`src/pbsc_pkg.sv`:
```
// Shared constants and types for the special-cycle and 64-bit lane logic
package pbsc_pkg;
	// Bus commands as carried on the low command lanes
	localparam logic [3:0] PBSC_CMD_SPECIAL = 4'h1;
	localparam logic [3:0] PBSC_CMD_IO_RD   = 4'h2;
	localparam logic [3:0] PBSC_CMD_IO_WR   = 4'h3;
	localparam logic [3:0] PBSC_CMD_MEM_RD  = 4'h6;
	localparam logic [3:0] PBSC_CMD_MEM_WR  = 4'h7;
	localparam logic [3:0] PBSC_CMD_CFG_RD  = 4'ha;
	localparam logic [3:0] PBSC_CMD_CFG_WR  = 4'hb;
	localparam logic [3:0] PBSC_CMD_MEM_RM  = 4'hc;
	localparam logic [3:0] PBSC_CMD_DAC     = 4'hd;
	localparam logic [3:0] PBSC_CMD_MEM_RL  = 4'he;
	localparam logic [3:0] PBSC_CMD_MEM_WI  = 4'hf;

	// Type 1 configuration address layout
	localparam int         PBSC_TYPE_LO  = 0;
	localparam int         PBSC_REG_LO   = 2;
	localparam int         PBSC_FUNC_LO  = 8;
	localparam int         PBSC_DEV_LO   = 11;
	localparam int         PBSC_BUS_LO   = 16;
	localparam logic [1:0] PBSC_TYPE1    = 2'h1;
	localparam logic [5:0] PBSC_REG_ZERO = 6'h00;
	localparam logic [2:0] PBSC_FUNC_ALL = 3'h7;
	localparam logic [4:0] PBSC_DEV_ALL  = 5'h1f;

	// Quadword index inside a 32-byte cache line
	localparam int         PBSC_QW_LO  = 3;
	localparam logic [1:0] PBSC_QW_TOP = 2'h3;

	// Byte enables for the upper half of an odd-ending write and for all lanes of a wide read
	localparam logic [3:0] PBSC_BE_OFF = 4'hf;
	localparam logic [3:0] PBSC_BE_ALL = 4'h0;

	localparam int PBSC_SYNC_W = 3;

	typedef enum logic [1:0] {
		PBSC_IDLE,
		PBSC_GEN,
		PBSC_DONE
	} pbsc_sc_e;
endpackage

```
`src/pbsc_lanes.sv`:
```
// Address and data lane steering with upper-lane parity
`timescale 1ns/1ps
`default_nettype none
module pbsc_lanes
	import pbsc_pkg::*;
(
	input  wire logic        ref_clk,
	input  wire logic        sys_rst,
	input  wire logic        wide,
	input  wire logic        bias,
	input  wire logic        addr_phase,
	input  wire logic        dac_first,
	input  wire logic        dac_second,
	input  wire logic [3:0]  cmd,
	input  wire logic [63:0] addr,
	input  wire logic        data_phase,
	input  wire logic        write,
	input  wire logic        ack64,
	input  wire logic        second,
	input  wire logic        last_odd,
	input  wire logic [63:0] data,
	input  wire logic [7:0]  be_n,
	output logic      [63:0] ad,
	output logic      [7:0]  cbe_n,
	output logic             par64
);
	typedef struct packed {
		logic [63:0] ad;
		logic [7:0]  cbe_n;
		logic        par64;
	} pbsc_lanes_s;

	pbsc_lanes_s st_reg;
	pbsc_lanes_s st_next;

	always_comb begin
		st_next = st_reg;
		// Parity trails the lanes it covers by one clock
		st_next.par64 = ^{st_reg.ad[63:32], st_reg.cbe_n[7:4]};
		// Idle lanes still sit at valid levels when nothing is attached
		st_next.ad = '0;
		st_next.cbe_n = '0;
		if (addr_phase) begin
			if (dac_first) begin
				st_next.ad = addr;
				st_next.cbe_n = {cmd, PBSC_CMD_DAC};
			end else if (dac_second) begin
				st_next.ad = {addr[63:32], addr[63:32]};
				st_next.cbe_n = {cmd, cmd};
			end else begin
				st_next.ad = {32'h0000_0000, addr[31:0]};
				st_next.cbe_n = {4'h0, cmd};
			end
		end else if (data_phase) begin
			if (!write && wide) begin
				st_next.ad = data;
				st_next.cbe_n = {2{PBSC_BE_ALL}};
			end else if (wide && ack64) begin
				st_next.ad = data;
				st_next.cbe_n = be_n;
				if (last_odd) begin
					st_next.ad[63:32] = 32'h0000_0000;
					st_next.cbe_n[7:4] = PBSC_BE_OFF;
				end
			end else if (wide && second) begin
				st_next.ad = {data[63:32], data[63:32]};
				st_next.cbe_n = {be_n[7:4], be_n[7:4]};
			end else begin
				st_next.ad = {32'h0000_0000, data[31:0]};
				st_next.cbe_n = {4'h0, be_n[3:0]};
			end
		end
		if (bias && !wide)
			st_next.cbe_n[7:4] = 4'h0;
	end

	always_ff @(posedge ref_clk or posedge sys_rst) begin
		if (sys_rst)
			st_reg <= '0;
		else
			st_reg <= st_next;
	end

	assign ad = st_reg.ad;
	assign cbe_n = st_reg.cbe_n;
	assign par64 = st_reg.par64;
endmodule
`default_nettype wire

```
`src/pbsc_core.sv`:
```
// Special-cycle conversion and 64-bit negotiation for a two-port bridge
`timescale 1ns/1ps
`default_nettype none
// Operation
// - Special cycles addressed to bridge are ignored
// - Config write, type 01, device 1Fh, function 7
// - Bus number matches secondary or primary register
// - Register number field must be zero
// - Command becomes special cycle, address/data unchanged
// - Delayed; master abort is success, then TRDY
// - Multiple data phases get first-phase disconnect
// - Special-cycle master abort sets no status
// - REQ64 follows FRAME timing exactly
// - Listed cases initiate as 32-bit
// - Resume after narrow disconnect stays 32-bit
// - Single address: upper lanes zero, valid
// - Dual address: upper address, memory command
// - ACK64 with DEVSEL gives 64-bit phases
// - Narrow write moves upper half down
// - Odd-ending write disables upper byte enables
// - Wide read drives all byte enables zero
// - Target withholds ACK64 in listed cases
// - Wide target moves 64 bits, drives PAR64
// - Odd dwords with ACK64: disconnect before last
// - Primary REQ64 sampled in reset sets width
// - Secondary REQ64 held low during secondary reset
module pbsc_core
	import pbsc_pkg::*;
(
	input  wire logic        ref_clk,
	input  wire logic        sys_rst,
	input  wire logic        up_bus_rst_n,
	input  wire logic        dn_bus_rst_n,
	input  wire logic        upstream_wide_request_n,
	input  wire logic [7:0]  up_bus_num,
	input  wire logic [7:0]  dn_bus_num,
	input  wire logic        tgt_cyc,
	input  wire logic        tgt_up,
	input  wire logic [3:0]  tgt_cmd,
	input  wire logic [31:0] tgt_ad,
	input  wire logic [31:0] tgt_data,
	input  wire logic        tgt_req64_n,
	input  wire logic        tgt_multi,
	input  wire logic        tgt_one_dw,
	input  wire logic        tgt_rd_phase,
	input  wire logic [7:0]  tgt_rd_left,
	output logic             tgt_claim,
	output logic             tgt_trdy,
	output logic             tgt_stop,
	output logic             tgt_ignore,
	output logic             tgt_ack64,
	output logic             tgt_disc_early,
	output logic             ini_start,
	output logic             ini_up,
	output logic      [3:0]  ini_cmd,
	output logic      [31:0] ini_ad,
	output logic      [31:0] ini_msg,
	input  wire logic        ini_end,
	input  wire logic        ini_mabort,
	output logic             rma_set,
	input  wire logic        req_valid,
	input  wire logic        req_up,
	input  wire logic [3:0]  req_cmd,
	input  wire logic [4:0]  req_addr_lo,
	input  wire logic [7:0]  req_dwords,
	input  wire logic        req_prefetch,
	input  wire logic        req_resume,
	input  wire logic        req_prev_ack64,
	input  wire logic        req_prev_retry,
	input  wire logic        frame_drive,
	output logic             frame_n,
	output logic             use64,
	output logic             up_wide_ok,
	output logic             up_wide_req_n_o,
	output logic             up_wide_req_n_oe,
	output logic             dn_wide_req_n_o,
	output logic             dn_wide_req_n_oe,
	input  wire logic        ln_addr_phase,
	input  wire logic        ln_dac_first,
	input  wire logic        ln_dac_second,
	input  wire logic [63:0] ln_addr,
	input  wire logic        ln_data_phase,
	input  wire logic        ln_write,
	input  wire logic        ln_ack64,
	input  wire logic        ln_second,
	input  wire logic        ln_last_odd,
	input  wire logic [63:0] ln_data,
	input  wire logic [7:0]  ln_be_n,
	output logic      [63:0] ln_ad,
	output logic      [7:0]  ln_cbe_n,
	output logic             ln_par64
);
	typedef struct packed {
		logic [2:0]  ur_s;
		logic        ur;
		logic [2:0]  dr_s;
		logic        dr;
		logic [2:0]  w_s;
		logic        w;
		logic        ext64;
		pbsc_sc_e    state;
		logic        sc_up;
		logic [31:0] sc_ad;
		logic        t_claim;
		logic        t_trdy;
		logic        t_stop;
		logic        t_ign;
		logic        t_ack64;
		logic        t_wide;
		logic        t_disc;
		logic        i_start;
		logic        i_up;
		logic [31:0] i_ad;
		logic [31:0] i_msg;
		logic        rma;
		logic        use64;
		logic        req_up;
		logic        frame_n;
		logic        up_o;
		logic        up_oe;
		logic        dn_o;
		logic        dn_oe;
	} pbsc_core_s;

	pbsc_core_s st_reg;
	pbsc_core_s st_next;
	logic       sc_hit;
	logic       wide_now;

	function automatic logic sc_match(input logic [3:0] cmd,
		input logic [31:0] a, input logic [7:0] bus);
		sc_match = cmd == PBSC_CMD_CFG_WR
			&& a[PBSC_TYPE_LO +: 2] == PBSC_TYPE1
			&& a[PBSC_DEV_LO +: 5] == PBSC_DEV_ALL
			&& a[PBSC_FUNC_LO +: 3] == PBSC_FUNC_ALL
			&& a[PBSC_REG_LO +: 6] == PBSC_REG_ZERO
			&& a[PBSC_BUS_LO +: 8] == bus;
	endfunction

	function automatic logic wide_init(input logic [3:0] cmd,
		input logic [4:0] alo, input logic [7:0] dw, input logic pf,
		input logic up, input logic ext);
		logic wr;
		logic rd;
		wr = cmd == PBSC_CMD_MEM_WR || cmd == PBSC_CMD_MEM_WI;
		rd = cmd == PBSC_CMD_MEM_RM || cmd == PBSC_CMD_MEM_RL
			|| (cmd == PBSC_CMD_MEM_RD && pf);
		wide_init = ((wr && dw > 8'd2) || (rd && dw > 8'd1))
			&& alo[PBSC_QW_LO-1:0] == 3'h0
			&& alo[PBSC_QW_LO +: 2] != PBSC_QW_TOP
			&& !(up && !ext);
	endfunction

	// Downstream matches secondary number, upstream the primary one
	assign sc_hit = sc_match(tgt_cmd, tgt_ad, tgt_up ? up_bus_num
		: dn_bus_num);
	assign wide_now = wide_init(req_cmd, req_addr_lo, req_dwords,
		req_prefetch, req_up, st_reg.ext64)
		&& !(req_resume && !req_prev_ack64 && !req_prev_retry);

	always_comb begin
		st_next = st_reg;
		st_next.t_claim = 1'b0;
		st_next.t_trdy = 1'b0;
		st_next.t_stop = 1'b0;
		st_next.t_ign = 1'b0;
		st_next.t_ack64 = 1'b0;
		st_next.t_disc = 1'b0;
		st_next.i_start = 1'b0;
		st_next.rma = 1'b0;

		// Pin levels count once the second and third stages agree
		st_next.ur_s = {st_reg.ur_s[1:0], up_bus_rst_n};
		st_next.dr_s = {st_reg.dr_s[1:0], dn_bus_rst_n};
		st_next.w_s = {st_reg.w_s[1:0], upstream_wide_request_n};
		if (st_reg.ur_s[1] == st_reg.ur_s[2])
			st_next.ur = st_reg.ur_s[2];
		if (st_reg.dr_s[1] == st_reg.dr_s[2])
			st_next.dr = st_reg.dr_s[2];
		if (st_reg.w_s[1] == st_reg.w_s[2])
			st_next.w = st_reg.w_s[2];
		// Width keeps tracking the strap while primary reset is held
		if (!st_reg.ur)
			st_next.ext64 = !st_reg.w;

		if (tgt_cyc) begin
			if (tgt_cmd == PBSC_CMD_SPECIAL) begin
				st_next.t_ign = 1'b1;
			end else if (sc_hit) begin
				st_next.t_claim = 1'b1;
				case (st_reg.state)
				PBSC_IDLE: begin
					// First attempt is retried while the cycle runs
					st_next.t_stop = 1'b1;
					st_next.state = PBSC_GEN;
					st_next.sc_up = tgt_up;
					st_next.sc_ad = tgt_ad;
					st_next.i_start = 1'b1;
					st_next.i_up = !tgt_up ? 1'b0 : 1'b1;
					st_next.i_ad = tgt_ad;
					st_next.i_msg = tgt_data;
				end
				PBSC_DONE: begin
					if (tgt_ad == st_reg.sc_ad
						&& tgt_up == st_reg.sc_up) begin
						st_next.t_trdy = 1'b1;
						st_next.t_stop = tgt_multi;
						st_next.state = PBSC_IDLE;
					end else begin
						st_next.t_stop = 1'b1;
					end
				end
				default: begin
					st_next.t_stop = 1'b1;
				end
				endcase
			end else begin
				st_next.t_ack64 = !tgt_req64_n
					&& !(tgt_up ? 1'b0 : !st_reg.ext64)
					&& !tgt_one_dw
					&& tgt_cmd != PBSC_CMD_MEM_RD
					&& tgt_cmd != PBSC_CMD_IO_RD
					&& tgt_cmd != PBSC_CMD_IO_WR
					&& tgt_cmd != PBSC_CMD_CFG_RD
					&& tgt_cmd != PBSC_CMD_CFG_WR;
				st_next.t_wide = st_next.t_ack64;
			end
		end

		// Odd leftover dword cannot ride a 64-bit phase
		if (tgt_rd_phase)
			st_next.t_disc = st_reg.t_wide && tgt_rd_left == 8'd1;

		if (ini_end) begin
			if (st_reg.state == PBSC_GEN)
				st_next.state = PBSC_DONE;
			else
				st_next.rma = ini_mabort;
		end

		if (req_valid) begin
			st_next.use64 = wide_now;
			st_next.req_up = req_up;
		end
		st_next.frame_n = !frame_drive;
		st_next.up_o = !(frame_drive && st_next.use64
			&& st_next.req_up);
		st_next.up_oe = (frame_drive && st_next.req_up)
			|| !st_reg.ext64;
		st_next.dn_o = !(frame_drive && st_next.use64
			&& !st_next.req_up);
		st_next.dn_oe = frame_drive && !st_next.req_up;
		if (!st_reg.dr) begin
			st_next.dn_o = 1'b0;
			st_next.dn_oe = 1'b1;
		end
	end

	always_ff @(posedge ref_clk or posedge sys_rst) begin
		if (sys_rst) begin
			st_reg <= '0;
			st_reg.ur_s <= 3'h7;
			st_reg.ur <= 1'b1;
			st_reg.dr_s <= 3'h7;
			st_reg.dr <= 1'b1;
			st_reg.w_s <= 3'h7;
			st_reg.w <= 1'b1;
			st_reg.state <= PBSC_IDLE;
			st_reg.frame_n <= 1'b1;
			st_reg.up_o <= 1'b1;
			st_reg.dn_o <= 1'b1;
		end else begin
			st_reg <= st_next;
		end
	end

	assign tgt_claim = st_reg.t_claim;
	assign tgt_trdy = st_reg.t_trdy;
	assign tgt_stop = st_reg.t_stop;
	assign tgt_ignore = st_reg.t_ign;
	assign tgt_ack64 = st_reg.t_ack64;
	assign tgt_disc_early = st_reg.t_disc;
	assign ini_start = st_reg.i_start;
	assign ini_up = st_reg.i_up;
	// Only the command lane changes; address and message pass as is
	assign ini_cmd = PBSC_CMD_SPECIAL;
	assign ini_ad = st_reg.i_ad;
	assign ini_msg = st_reg.i_msg;
	assign rma_set = st_reg.rma;
	assign frame_n = st_reg.frame_n;
	assign use64 = st_reg.use64;
	assign up_wide_ok = st_reg.ext64;
	assign up_wide_req_n_o = st_reg.up_o;
	assign up_wide_req_n_oe = st_reg.up_oe;
	assign dn_wide_req_n_o = st_reg.dn_o;
	assign dn_wide_req_n_oe = st_reg.dn_oe;

	pbsc_lanes u_lanes (
		.ref_clk    (ref_clk),
		.sys_rst    (sys_rst),
		.wide       (st_reg.use64),
		.bias       (!st_reg.ext64),
		.addr_phase (ln_addr_phase),
		.dac_first  (ln_dac_first),
		.dac_second (ln_dac_second),
		.cmd        (req_cmd),
		.addr       (ln_addr),
		.data_phase (ln_data_phase),
		.write      (ln_write),
		.ack64      (ln_ack64),
		.second     (ln_second),
		.last_odd   (ln_last_odd),
		.data       (ln_data),
		.be_n       (ln_be_n),
		.ad         (ln_ad),
		.cbe_n      (ln_cbe_n),
		.par64      (ln_par64)
	);
endmodule
`default_nettype wire

```
`config.mk`:
```
export PLATFORM = sky130hd
export DESIGN_NAME = pbsc_core
export DESIGN_NICKNAME = d
export VERILOG_FILES = /design/src/pbsc_pkg.sv /design/src/pbsc_lanes.sv /design/src/pbsc_core.sv
export SDC_FILE = /design/constraint.sdc
export NUM_CORES = 1
export LEC_CHECK = 0
export ABC_AREA = 1
export BUFFER_PORTS_ARGS = -buffer_cell sky130_fd_sc_hd__buf_4
export CORE_AREA = 3 3 164 166
export DETAILED_ROUTE_END_ITERATION = 12
export DIE_AREA = 0 0 167 169
export PLACE_DENSITY = 0.71
export SLEW_MARGIN = 40
export SYNTH_ARGS = -nofsm -noshare
export SYNTH_HDL_FRONTEND = slang
export SYNTH_SLANG_ARGS = --single-unit
```
`constraint.sdc`:
```
create_clock -name ref_clk -period 4.7 [get_ports ref_clk]
set_clock_uncertainty 0.05 [all_clocks]
set_input_delay 0.235 -clock ref_clk [delete_from_list [all_inputs] [get_ports ref_clk]]
set_output_delay 0.235 -clock ref_clk [all_outputs]
set_load 0.01 [all_outputs]
```
==> metrics.txt <==
status=complete, no violations; Syn-to-layout area delta=50.84%; Pins Over Slew Limit=0; Mean Syn Cell Area=7.330 um^2; gp weighted congestion=around 0.91; fin nets=1967; number of setup buffers added after CTS=0; Buffers & Inverters on Critical Path=2; hold_sp=ln_data[27]; die area=0.02822 mm^2; ys async rst share=100.0%; Die Span X=about 170 um; largest fanout on the critical path=30; Max Cap Violations=0; vias=about 10000; peak supply drop=0.1763 mV; Ys Warns=0; gr usage total=22.48%; share of layout cells above drive strength 1=29.53%; vias in the first global route=10120; R2R depth=8; Die Y=169 um; CP startpoint kind=flip-flop; Core Area=approximately 0.026 mm^2; Main synth FF type=dfrtp_1; CP endpoint kind=flip-flop; fin util=53.64%; area leader, netlist=dfrtp_1; # rows=59; top post-synthesis cells by count=nand2_1, dfrtp_1, inv_1; Post-DRT Antenna Nets=0; Fin Setup TNS=0 ps; Yosys reg bits=169; Pleak=7.446 nW; Routed Wire Length=32.83 mm; Synth cell types=34; most used cell, CP=o21ai_0; CTS root buf=clkbuf_16; CP delay by family, top=simple AND/OR/NAND/NOR gates; Relative slew margins=56.79%; DRC=0; CTS Hold Bufs=98; Worst EP arrival=2470 ps; Crit Path Category=flip-flop to flip-flop; EDFF count, synth=0; Clock Sinks=169; worst skew pair latency=420 ps; Clock transition at path regs=roughly 80 ps; hold crit path type=input pin to flip-flop; htree depth=4; hold_ws=roughly 18 ps; diode count=0; post-synth top area share=42.06%; minimum clock period=2218 ps; max reg flops=64; Avg WL per Cell=16.08 um; synth top area cells=dfrtp_1, nand2_1, buf_4; final setup vio count=0; RR Startpoint=use64; cts repair resizes=0; initial antenna violation count=1; IO buf count=425; hold endpoint=u_lanes.ad[27]; Worst-Margin Slew=648.1 ps; Post-DP Area=0.01223 mm^2; TritonCTS Buffers=17; Reg2Reg Setup Slack=around 2500 ps; Hold Crit Depth=3; Final Cell Area=0.01382 mm^2; largest net degree at the start of global routing=69; Final Hold Vio Count=0; Vias per Instance=between 4 and 5; reg2reg end=u_lanes.ad[27]; dpl hpwl=24.30 mm; # IOs=430; initial core utilization=35.56%; CTS tree=yes; max incr delay on CP=470 ps; fillcell total=2322; Pre-Repair DR Iteration Count=5; Critical Path RT=4960 ps; first-pass GRT wire length=51.38 mm; Congestion Overflow GR=0; PD cells=269.8 mW/mm^2; period utilization=47.19%; f_max=0.4509 GHz; Cell Chain, Critical Path=nand2_1 -> nor2_1 -> nand2_2 -> buf_4 -> inv_1 -> a21oi_1 -> o21ai_0 -> o21ai_0; Syn Std Cell Area=0.009163 mm^2; most frequent cell after synthesis=nand2_1; Worst path slowest cell=dfrtp_1; initial drt markers=just over 800; cell count after synthesis=1250; RSZ-0062 raised after global routing=no; Seq/Total Area, Yosys=46.36%; clk buf depth=2
-- how the worst max path moves through the flow --
| stage | start | endpoint | slack [ps] | cells after the start |
|---|---|---|---|---|
| finish | use64 | u_lanes.ad[27] | 2480 | 8 |
| global route | use64 | u_lanes.ad[27] | 2280 | 8 |
| CTS | use64 | u_lanes.ad[27] | 2520 | 8 |
| detailed placement | tgt_up | ini_msg[3] | 2510 | 12 |
| global placement | use64 | u_lanes.ad[63] | 2440 | 4 |
| floorplan | sys_rst | dn_wide_req_n_oe | 2270 | 1 |
-- layout make-up --
cell class | count | area (um^2) | area share [%]
clock buffers | 20 | 478.0 | 3.458
clock inverters | 12 | 128.9 | 0.9325
inverters | 114 | 431.7 | 3.123
multi-input cells | 854 | 3824 | 27.67
flip-flops and latches | 169 | 4248 | 30.73
well taps | 335 | 419.2 | 3.033
repair buffers | 538 | 4292 | 31.05
-- layout by cell type, fill, tap and decap left out, drive strengths merged, types with 3 or more instances in the layout --
| cell type | count |
|---|---|
| nor2 | 86 |
| conb | 4 |
| nand4 | 3 |
| o211ai | 3 |
| o221ai | 28 |
| maj3 | 3 |
| nand3 | 102 |
| clkinv | 4 |
| a21oi | 8 |
| o21ai | 99 |
| dfrtp | 154 |
| dfstp | 15 |
| xor2 | 9 |
| nand2 | 481 |
| buf | 440 |
| dlygate4sd3 | 98 |
| clkbuf | 20 |
| xnor2 | 6 |
| inv | 119 |
| nor3 | 9 |
-- stage by stage --
step                worst slack (ps)  std cells  power, mW
finish                          2482       2042      3.729
global route                    2285       2042      3.908
CTS                             2518       2042      3.776
detailed placement              2513       1912      2.230
global placement                2436       1910      2.217
floorplan                       2273       1252      1.856
-- worst reg2reg max path: stages (launching register included) --
cell and delay, ps:
dfrtp_1 470, nand2_1 120, nor2_1 380, nand2_2 290
buf_4 330, inv_1 200, a21oi_1 80, o21ai_0 80
o21ai_0 100
-- power by group --
part	switching (mW)	leakage, nW	internal [mW]	total, mW
sequential	0.0353	2.16	1.52	1.56
clock	0.646	0.298	0.809	1.46
combinational	0.355	4.99	0.363	0.718
total	1.04	7.45	2.69	3.73
-- cell families after synthesis --
| logic type | count (synthesis) | synth area share [%] |
|---|---|---|
| fa+ha+maj | 3 | 0.3277 |
| simple gates | 686 | 30.02 |
| compound gates | 146 | 9.409 |
| flops | 169 | 46.36 |
| buf+inv | 229 | 12.37 |
| other cells | 2 | 0.08196 |
| xor+xnor | 15 | 1.434 |
-- per-layer routing --
layer / share of wire [%] / vias to the layer above / GRT usage [%] / wire length, um
li1: - / 4786 / - / -
met1: 37 / 4688 / 26.22 / 12150
met2: 50 / 536 / 39.22 / 16320
met3: 9.7 / 97 / 6.516 / 3187
met4: 3.5 / 2 / 8.644 / 1157
met5: 0.046 / - / 0 / 15
Note: power is estimated with default switching activity, not from simulation.
